--- src/hw/gpio_port_pkg.sv ---
// shared constants and carrier types of the general purpose pin block
package gpio_port_pkg;
  // ****************************************
  // pin organisation
  // ****************************************
  localparam int PORT_COUNT = 6;
  localparam int FULL_PORT_PINS = 16;
  localparam int LAST_PORT_PINS = 4;
  localparam int PIN_COUNT = (PORT_COUNT - 1) * FULL_PORT_PINS + LAST_PORT_PINS;

  // ****************************************
  // pin mode field codes
  // ****************************************
  localparam logic [1:0] MODE_INPUT = 2'h0;
  localparam logic [1:0] MODE_PUSH_PULL = 2'h1;
  localparam logic [1:0] MODE_OPEN_DRAIN = 2'h2;
  localparam logic [1:0] MODE_QUASI = 2'h3;

  // ****************************************
  // trigger type codes
  // ****************************************
  localparam logic [1:0] TRIG_LOW_LEVEL = 2'h0;
  localparam logic [1:0] TRIG_HIGH_LEVEL = 2'h1;
  localparam logic [1:0] TRIG_FALLING = 2'h2;
  localparam logic [1:0] TRIG_RISING = 2'h3;

  // ****************************************
  // timing and reset values
  // ****************************************
  localparam logic [1:0] QUASI_KICK_CYCLES = 2'h2;
  localparam int DEBOUNCE_COUNT_WIDTH = 4;
  localparam logic [2:0] INPUT_SETTLE_CYCLES = 3'h4;
  localparam logic RESET_LOW = 1'h0;
  localparam logic RESET_HIGH = 1'h1;

  // ****************************************
  // carrier types
  // ****************************************
  typedef struct packed {
    logic use_tick;
    logic [DEBOUNCE_COUNT_WIDTH-1:0] cycles;
  } debounce_cfg_s;
endpackage

--- src/hw/gpio_port_block.sv ---
// general purpose pin block: mode control, pad drive, input sampling, pin interrupts and wake-up
// Operation
// - pins grouped in six ports: five of 16, one of 4; 84 pins total.
// - mode 00: pin is input only, output driver off.
// - level input register shows the current state of every pin.
// - mode 01: push-pull drive of the output data bit.
// - mode 10: drive low for data 0, release for data 1.
// - mode 11: quasi-bidirectional, drive low whenever data bit is 0.
// - quasi with data 1: if pin low, drive strong high two cycles, then release.
// - internal pull-up on only in quasi-bidirectional mode.
// - after reset every pin mode comes from the boot configuration bit.
// - per-pin choice of TTL or Schmitt input buffer, one bit per pin.
// - enabled pin interrupts trigger on low, high, falling or rising.
// - optional debounce for edge triggers, shared clock source and cycle count.
// - interrupt enable also enables the pin as a wake-up source.
// - wake-up in idle or power-down uses the interrupt trigger condition.
`timescale 1ns/1ps
module gpio_port_block
  import gpio_port_pkg::*;
#(
  parameter int N = PIN_COUNT
) (
  input wire logic i_clk,
  input wire logic i_reset_n,
  input wire logic i_clk_en,
  input wire logic i_boot_config_word_quasi,
  input wire logic i_mode_write,
  input wire logic [2*N-1:0] i_pin_mode_select,
  input wire logic [N-1:0] i_pin_output_value,
  input wire logic [N-1:0] i_input_buffer_type,
  input wire logic [N-1:0] i_pin_irq_enable,
  input wire logic [2*N-1:0] i_pin_irq_trigger_type,
  input wire logic [N-1:0] i_debounce_enable,
  input wire debounce_cfg_s i_debounce_cfg,
  input wire logic i_debounce_tick,
  input wire logic [N-1:0] i_irq_status_clear,
  input wire logic i_low_power,
  input wire logic [N-1:0] i_pin,
  output logic [N-1:0] o_pin_out,
  output logic [N-1:0] o_pin_oe,
  output logic [N-1:0] o_pull_up_en,
  output logic [N-1:0] o_schmitt_sel,
  output logic [2*N-1:0] o_pin_mode,
  output logic [N-1:0] o_pin_level_input,
  output logic [N-1:0] o_irq_status,
  output logic o_irq,
  output logic o_wakeup
);

  // ****************************************
  // helpers
  // ****************************************
  function automatic logic [N-1:0] mode_mask(input logic [2*N-1:0] m, input logic [1:0] code);
    logic [N-1:0] r;
    r = '0;
    for (int i = 0; i < N; i++) begin
      r[i] = (m[2*i +: 2] == code);
    end
    return r;
  endfunction

  // ****************************************
  // mode register and boot load
  // ****************************************
  logic boot_done;
  logic next_boot_done;
  logic [2*N-1:0] mode;
  logic [2*N-1:0] next_mode;

  always_comb begin
    next_boot_done = boot_done;
    next_mode = mode;
    if (!boot_done) begin
      // strap is sampled by a clocked load after release, never under reset
      next_mode = {N{i_boot_config_word_quasi ? MODE_QUASI : MODE_INPUT}};
      next_boot_done = 1'b1;
    end else if (i_mode_write) begin
      next_mode = i_pin_mode_select;
    end
  end

  always_ff @(posedge i_clk or negedge i_reset_n) begin
    if (!i_reset_n) begin
      boot_done <= RESET_LOW;
      mode <= '0;
    end else if (i_clk_en) begin
      boot_done <= next_boot_done;
      mode <= next_mode;
    end
  end

  // ****************************************
  // input synchroniser and debounce
  // ****************************************
  logic [N-1:0] sync_a;
  logic [N-1:0] sync_b;
  logic [N-1:0] filt;
  logic [N-1:0] next_filt;
  logic [DEBOUNCE_COUNT_WIDTH-1:0] db_cnt [N];
  logic [DEBOUNCE_COUNT_WIDTH-1:0] next_db_cnt [N];
  logic db_tick;
  logic [2:0] settle;
  logic [2:0] next_settle;
  logic armed;

  assign db_tick = i_debounce_cfg.use_tick ? i_debounce_tick : 1'b1;
  // sync and filter flops reset low while idle pins sit high: hold off decisions until they carry real levels
  assign armed = (settle == INPUT_SETTLE_CYCLES);

  always_comb begin
    next_settle = settle;
    if (!armed) begin
      next_settle = settle + 3'h1;
    end
  end

  always_comb begin
    next_filt = filt;
    for (int i = 0; i < N; i++) begin
      next_db_cnt[i] = db_cnt[i];
      if (!armed) begin
        next_filt[i] = sync_b[i];
        next_db_cnt[i] = '0;
      end else if (sync_b[i] == filt[i]) begin
        next_db_cnt[i] = '0;
      end else if (db_tick) begin
        if (db_cnt[i] >= i_debounce_cfg.cycles) begin
          next_filt[i] = sync_b[i];
          next_db_cnt[i] = '0;
        end else begin
          next_db_cnt[i] = db_cnt[i] + 1'b1;
        end
      end
    end
  end

  always_ff @(posedge i_clk or negedge i_reset_n) begin
    if (!i_reset_n) begin
      sync_a <= '0;
      sync_b <= '0;
      filt <= '0;
      settle <= '0;
      for (int i = 0; i < N; i++) begin
        db_cnt[i] <= '0;
      end
    end else if (i_clk_en) begin
      sync_a <= i_pin;
      sync_b <= sync_a;
      filt <= next_filt;
      settle <= next_settle;
      for (int i = 0; i < N; i++) begin
        db_cnt[i] <= next_db_cnt[i];
      end
    end
  end

  // ****************************************
  // quasi-bidirectional strong-high kick
  // ****************************************
  logic [N-1:0] quasi;
  logic [N-1:0] kick_seen;
  logic [N-1:0] next_kick_seen;
  logic [1:0] kick_cnt [N];
  logic [1:0] next_kick_cnt [N];

  assign quasi = mode_mask(mode, MODE_QUASI);

  // one kick per rise of the data bit, so an externally held low pin is not fought forever
  always_comb begin
    next_kick_seen = kick_seen;
    for (int i = 0; i < N; i++) begin
      next_kick_cnt[i] = kick_cnt[i];
      if (!quasi[i] || !i_pin_output_value[i]) begin
        next_kick_seen[i] = 1'b0;
        next_kick_cnt[i] = '0;
      end else if (kick_cnt[i] != '0) begin
        next_kick_cnt[i] = kick_cnt[i] - 1'b1;
      end else if (!kick_seen[i]) begin
        next_kick_seen[i] = 1'b1;
        if (!sync_b[i]) begin
          next_kick_cnt[i] = QUASI_KICK_CYCLES;
        end
      end
    end
  end

  always_ff @(posedge i_clk or negedge i_reset_n) begin
    if (!i_reset_n) begin
      kick_seen <= '0;
      for (int i = 0; i < N; i++) begin
        kick_cnt[i] <= '0;
      end
    end else if (i_clk_en) begin
      kick_seen <= next_kick_seen;
      for (int i = 0; i < N; i++) begin
        kick_cnt[i] <= next_kick_cnt[i];
      end
    end
  end

  // ****************************************
  // pad drive
  // ****************************************
  logic [N-1:0] next_out;
  logic [N-1:0] next_oe;
  logic [N-1:0] pp;
  logic [N-1:0] od;

  assign pp = mode_mask(mode, MODE_PUSH_PULL);
  assign od = mode_mask(mode, MODE_OPEN_DRAIN);

  always_comb begin
    for (int i = 0; i < N; i++) begin
      next_out[i] = 1'b0;
      next_oe[i] = 1'b0;
      if (pp[i]) begin
        next_out[i] = i_pin_output_value[i];
        next_oe[i] = 1'b1;
      end else if (od[i]) begin
        next_oe[i] = !i_pin_output_value[i];
      end else if (quasi[i]) begin
        if (!i_pin_output_value[i]) begin
          next_oe[i] = 1'b1;
        end else if (kick_cnt[i] != '0) begin
          next_out[i] = 1'b1;
          next_oe[i] = 1'b1;
        end
      end
    end
  end

  always_ff @(posedge i_clk or negedge i_reset_n) begin
    if (!i_reset_n) begin
      o_pin_out <= '0;
      o_pin_oe <= '0;
      o_pull_up_en <= '0;
      o_schmitt_sel <= '0;
      o_pin_mode <= '0;
      o_pin_level_input <= '0;
    end else if (i_clk_en) begin
      o_pin_out <= next_out;
      o_pin_oe <= next_oe;
      o_pull_up_en <= quasi;
      o_schmitt_sel <= i_input_buffer_type;
      o_pin_mode <= mode;
      o_pin_level_input <= sync_b;
    end
  end

  // ****************************************
  // interrupt and wake-up detection
  // ****************************************
  logic [N-1:0] edge_lvl;
  logic [N-1:0] prev_lvl;
  logic [N-1:0] hit;
  logic [N-1:0] next_status;

  assign edge_lvl = (i_debounce_enable & filt) | (~i_debounce_enable & sync_b);

  always_comb begin
    for (int i = 0; i < N; i++) begin
      case (i_pin_irq_trigger_type[2*i +: 2])
        TRIG_LOW_LEVEL: hit[i] = !sync_b[i];
        TRIG_HIGH_LEVEL: hit[i] = sync_b[i];
        TRIG_FALLING: hit[i] = prev_lvl[i] && !edge_lvl[i];
        TRIG_RISING: hit[i] = !prev_lvl[i] && edge_lvl[i];
        default: hit[i] = 1'b0;
      endcase
    end
    hit = hit & i_pin_irq_enable & {N{armed}};
    // a new hit in the clearing cycle survives the clear
    next_status = (o_irq_status & ~i_irq_status_clear) | hit;
  end

  always_ff @(posedge i_clk or negedge i_reset_n) begin
    if (!i_reset_n) begin
      prev_lvl <= '0;
      o_irq_status <= '0;
      o_irq <= RESET_LOW;
      o_wakeup <= RESET_LOW;
    end else if (i_clk_en) begin
      prev_lvl <= edge_lvl;
      o_irq_status <= next_status;
      o_irq <= |next_status;
      o_wakeup <= i_low_power && (|hit);
    end
  end
endmodule

--- config.mk ---
export PLATFORM = sky130hd
export DESIGN_NAME = gpio_port_block
export DESIGN_NICKNAME = d
export VERILOG_FILES = /design/src/hw/gpio_port_pkg.sv /design/src/hw/gpio_port_block.sv
export SDC_FILE = /design/constraint.sdc
export NUM_CORES = 2
export LEC_CHECK = 0
export ABC_AREA = 1
export ABC_CLOCK_PERIOD_IN_PS = 5900
export BUFFER_PORTS_ARGS = -buffer_cell sky130_fd_sc_hd__buf_2
export CAP_MARGIN = 20
export CORE_AREA = 2 2 590 592
export CTS_CLUSTER_SIZE = 16
export DETAILED_ROUTE_END_ITERATION = 6
export DIE_AREA = 0 0 592 594
export SLEW_MARGIN = 20
export SYNTH_ARGS = -nofsm -noshare
export SYNTH_HDL_FRONTEND = slang
export SYNTH_SLANG_ARGS = --single-unit
--- constraint.sdc ---
create_clock -name i_clk -period 5.9 [get_ports i_clk]
set_input_delay 0.295 -clock i_clk [delete_from_list [all_inputs] [get_ports i_clk]]
set_output_delay 0.295 -clock i_clk [all_outputs]
set_load 0.005 [all_outputs]
Yosys cells after proc, flatten, opt, wreduce, memory -nomap -nowiden. Cells that the tools add are included.

Flip-flop bits (word level): 1770. Input bits: 852. Output and inout port bits: 674.

Add/sub/neg operators: 169. $lt $le $gt $ge: 84. Equality and inequality tests: 1095. Mux-type cells: 2020. Bitwise logic cells: 10. Reductions and logical operators: 1181.

Operators by type and width (count): $mux 4 (336); $mux 1 (1261); $mux 2 (337); $eq 2x2->1 const B (336); $ne 3x1->1 const B (168); $and 84x84->84 (5); $logic_not 1->1 (420); $ne 2x2->1 const B (170); $reduce_and 2->1 (170); $add 4x1->4 const B (84); $eq 2x1->1 const B (168); $ge 4x4->1 (84); $mux 168 (2); $pmux 1 s4 (84); $reduce_and 4->1 (84); $ne 3x2->1 const B (84); $reduce_and 3->1 (84); $logic_and 1x1->1 (169); $logic_not 2->1 (84); $ne 2x1->1 const B (84); $not 84->84 (2); $or 84x84->84 (2); $reduce_bool 2->1 (84); $reduce_or 84->1 (2); 6 further kinds (255).

Logic depth before layout (Yosys ltp).
Depth in word-level cells: 10. Depth in mapped cells: 15. Depth with buffers taken out: 14.

Least setup slack after synthesis. Ideal clock, no wire load.

Path type: in2reg. Start: input i_debounce_cfg[1] (netlist name). End: register db_cnt[0] (netlist name). Arrival time: 3.039 ns. Path slack: 2.784 ns. Stages: 10. Buffers on the path: 0. Cells stage by stage: inv_1 -> ha_1 -> a21boi_0 -> o21ai_0 -> nand2_1 -> a21oi_1 -> nand2_1 -> nor2_1 -> nand2_1 -> a21oi_1.

Longest elaborated chain between the ends: 5.

RTL lines: from (decl) (line gpio_port_block.sv:34) `input wire debounce_cfg_s i_debounce_cfg,`; $ge 4x4->1 (line gpio_port_block.sv:127) `if (db_cnt[i] >= i_debounce_cfg.cycles) begin`; $mux 4 (line gpio_port_block.sv:127); $mux 4 (line gpio_port_block.sv:126) `end else if (db_tick) begin`; $mux 4 (line gpio_port_block.sv:124) `end else if (sync_b[i] == filt[i]) begin`; $mux 4 (line gpio_port_block.sv:121) `if (!armed) begin`; to (signal, indexed assignment) (line gpio_port_block.sv:152) `db_cnt[i] <= next_db_cnt[i];`; to (decl) (line gpio_port_block.sv:99) `logic [DEBOUNCE_COUNT_WIDTH-1:0] db_cnt [N];`.

Every way passes these cells. The select of a mux whose other input is x is not followed. A chain may end at the register's enable or synchronous reset.

Final worst setup path.
Start: register settle[0]. End: register o_wakeup.

Longest elaborated chain between the ends: 4.

RTL lines: from (decl) (line gpio_port_block.sv:102) `logic [2:0] settle;`; from (signal assigned) (line gpio_port_block.sv:150) `settle <= next_settle;`; $eq 3x3->1 (line gpio_port_block.sv:108) `assign armed = (settle == INPUT_SETTLE_CYCLES);`; $and 84x84->84 (line gpio_port_block.sv:270) `hit = hit & i_pin_irq_enable & {N{armed}};`; $reduce_or 84->1 (line gpio_port_block.sv:285) `o_wakeup <= i_low_power && (|hit);`; $logic_and 1x1->1 (line gpio_port_block.sv:285); to (signal assigned) (line gpio_port_block.sv:285); to (decl) (line gpio_port_block.sv:47) `output logic o_wakeup`.

Every way passes these cells.

==> summary.txt <==
Clocking
  • Root Driver: clkbuf_16
  • Post CTS Setup Buffer Count: 0
  • Clk_lat worst skew: 0.91 ns
  • CTS tree: yes
  • Clk buf depth: 4
  • Clock Sinks: between 1.5k and 2k
  • H-tree levels: 4
  • Number of gates resized after cts: 0
  • Reg clk slew, reported paths: ~0.06 ns
  • TritonCTS Buffers: between 200 and 250
  • Hold buffers post-CTS: 693

Detailed routing
  • Drt pass-1 iters: 6
  • Vias per inst: 4.70
  • Avg WL per Cell: 22.1 um
  • Met1 wire length: roughly 170 mm
  • Remaining DRCs: 0
  • Met2 WL post-DR: around 170 mm
  • Detail Route Antenna Nets: 0
  • DRT iter0 DRCs: roughly 7.5k
  • Met3 wire len: ~34 mm
  • Via Count: a little under 90k
  • WL final: roughly 410 mm
  • Top layer in use: met5

Floorplanning
  • Chip width: a little under 600 um
  • Ports: approximately 1.5k
  • Die H: 594 um
  • Row cnt: 216
  • Initial Utilization: ~27%
  • Core area: between 0.3 and 0.4 mm2
  • Die area: ~0.35 mm2

STA
  • Clk_skew: roughly 0.072 ns
  • Worst Tran Pin Value: 1.19 ns
  • Period Utilization, post-route: 73.3%
  • Setup Viol. Count Final: 0
  • Min Hold Slack: roughly 0.077 ns
  • Fin. max-slew vios: 0
  • Worst rel slew slack: a little over a fifth
  • FMAX: roughly 0.23 GHz
  • Final hold vios: 0
  • RSZ-0062 raised after global routing: false
  • Post-route minimum period: 4.32 ns
  • Final TNS setup: 0 ns

Critical path
  • CP required: 6.71 ns
  • CP startpoint kind: register
  • Worst-path fanout max: about 110
  • Setup crit end kind: register
  • Critical Path AT: ~5.1 ns
  • R2R cell count: 16
  • Crit Path Category: register to register

Placed design
  • PortBufs: around 1.5k
  • Final GP Congestion: 0.945
  • DP HPWL: roughly 310 mm

Finish
  • Share of layout cells above drive strength 1: about 15%
  • Final #Nets: about 15k
  • Syn-to-layout area delta: 28.9%
  • # fillers: 35.7k

Outcome
  • Status: finished clean

Pwr
  • Peak VDD IR: roughly 0.00026 V
  • Combinational share of power: 27.7%
  • Register share of total power: approximately two fifths
  • Cell internal pwr: approximately 26000 uW
  • Pleak: between 0.06 and 0.07 uW
  • Pwr per Cell Area: around 340 mW/mm2
  • Sw frac: 36.4%
  • Switching Power: approximately 15000 uW
  • Clock share of power: 33.8%

GRT
  • Largest net degree at the start of global routing: about 230
  • First-pass GRT wire length: 577 mm
  • Gr usage total: 22.5%
  • Vias in the first global route: between 80k and 90k
  • Initial antenna violation count: between 100 and 150
  • Global route overflow: 0

Worst hold path
  • Hold Path Class: primary input to asynchronous set/reset pin

Synthesis
  • Syn avg cell area: ~8 um2
  • Area leader, netlist: dfrtp_1
  • Post-synth EDFFs: 0
  • Flops & latches, synth: ~1.8k
  • Dominant synthesized flop cell: dfrtp_1
  • Post-synth ARST share: 100%
  • Syn_nets: approximately 13k
  • Synthesized area: 0.0930 mm2
  • Sequential fraction of the synthesis area: a little under half
  • Synth area leaders: dfrtp_1 48%, nand2_1 11%, ha_1 7.9%
  • Synth warnings: 0
  • Number of distinct library cells after synthesis: 39
  • Cell count after synthesis: roughly 11k
  • Post-synth top area share: a little under half

Job
  • Max-cap violations: 0
path summary, 6_finish.rpt:
path	startpoint	to	slack [ns]
setup / recovery	settle[0]	o_wakeup	1.58
hold / removal	i_reset_n	sync_b[35]	0.08
setup reg to reg	settle[0]	o_wakeup	1.58
hold reg to reg	o_pin_mode[149]	o_pin_mode[149]	0.46
max in group asynchronous	i_reset_n	sync_a[11]	4.11
min in group i_clk	i_pin_irq_enable[63]	o_irq_status[63]	0.08
critical path, cell delays in order, from the launching register on:
cell	delay, ns
dfrtp_1	0.41
inv_1	0.07
ha_1	0.18
nand2_4	0.32
inv_8	0.43
buf_12	0.47
nand2_1	0.23
a21oi_1	0.33
nand2_1	0.23
nand2_1	0.22
nor2_1	0.08
nand2_1	0.07
nor2_1	0.09
nand3_1	0.09
nor2_1	0.04
o21ai_0	0.12
dlygate4sd3_1	0.56
per-stage QoR:
stage | utilization (%) | cells | total power [uW] | cell area [um2] | setup WS (ns)
5_1_grt | 34.7 | 18400 | 42700 | 120000 | 1.20
3_5_place_dp | 30.6 | 17300 | 26400 | 106000 | 1.78
4_1_cts | 34.7 | 18300 | 40700 | 120000 | 1.38
2_1_floorplan | - | 11400 | 21300 | 93000 | 2.78
6_report | 34.7 | 18400 | 40300 | 120000 | 1.58
3_3_place_gp | 30.6 | 17300 | 26200 | 106000 | 1.82
flip-flops by register name, summed over array words and instances (netlist names), 3 cells and up:
signal / count
mode: 168
filt: 84
o_pin_out: 84
settle: 3
o_pin_level_input: 84
kick_cnt: 168
o_schmitt_sel: 84
o_pin_oe: 84
o_pin_mode: 168
db_cnt: 336
sync_b: 84
sync_a: 84
kick_seen: 84
o_pull_up_en: 84
o_irq_status: 84
prev_lvl: 84
Yosys cell counts (all sizes together) (14+ instances only):
| master | instances |
|---|---|
| a211oi | 76 |
| a21boi | 77 |
| a21oi | 966 |
| a31oi | 246 |
| buf | 207 |
| clkbuf | 153 |
| dfrtp | 1770 |
| ha | 590 |
| inv | 1449 |
| nand2 | 2667 |
| nand3 | 455 |
| nand3b | 89 |
| nand4 | 42 |
| nor2 | 1391 |
| o211ai | 14 |
| o21ai | 945 |
| xnor2 | 168 |
| xor2 | 85 |
kinds of logic after synthesis:
| family | synth area share, % |
|---|---|
| flip-flops | 47.6 |
| XOR/XNOR | 2.38 |
| buffers and inverters | 7.68 |
| AO/OA/AOI/OAI | 14.3 |
| AND/OR/NAND/NOR | 20.1 |
| adder cells (fa/ha/maj) | 7.94 |
cell type report:
cell class	count	area (um2)	area share, %
clock buffer	297	6080	5.07
multi-input combinational	7863	41600	34.7
inverter	1449	5470	4.56
antenna	86	215	0.179
sequential	1770	44300	36.9
clock inverter	80	1040	0.870
timing repair buffer	2290	15500	12.9
tap	4578	5730	4.78
placed cells by master (no fill, tap or decap), types with 35 or more instances in the layout:
cell type	instances
nand2_1	2664
dfrtp_1	1769
buf_2	1522
inv_1	1443
nor2_1	1356
o21ai_0	939
a21oi_1	861
dlygate4sd3_1	693
ha_1	590
nand3_1	455
a31oi_1	246
clkbuf_16	208
xnor2_1	168
nand3b_1	89
diode_2	86
xor2_1	85
a21boi_0	77
a211oi_1	76
a21oi_2	65
clkbuf_8	54
buf_4	44
nand4_1	42
a21oi_4	40
clkinv_2	37
clkbuf_1	35
routing by layer:
metal,GRT usage (%),vias to the layer above
li1,-,41300
met2,33.1,3259
met1,29.2,41200
met5,0,-
met4,14.3,24
met3,5.97,768
power by group through the flow:
stage / combinational [uW] / clock, uW / sequential, uW
final: 11200 / 13600 / 15500
after global routing: 12500 / 14400 / 15700
after floorplan: 6080 / 0 / 15300
after detailed placement: 10700 / 0 / 15700
after global placement: 10600 / 0 / 15600
after CTS: 11300 / 13900 / 15500
(Power assumes the default switching activity.)
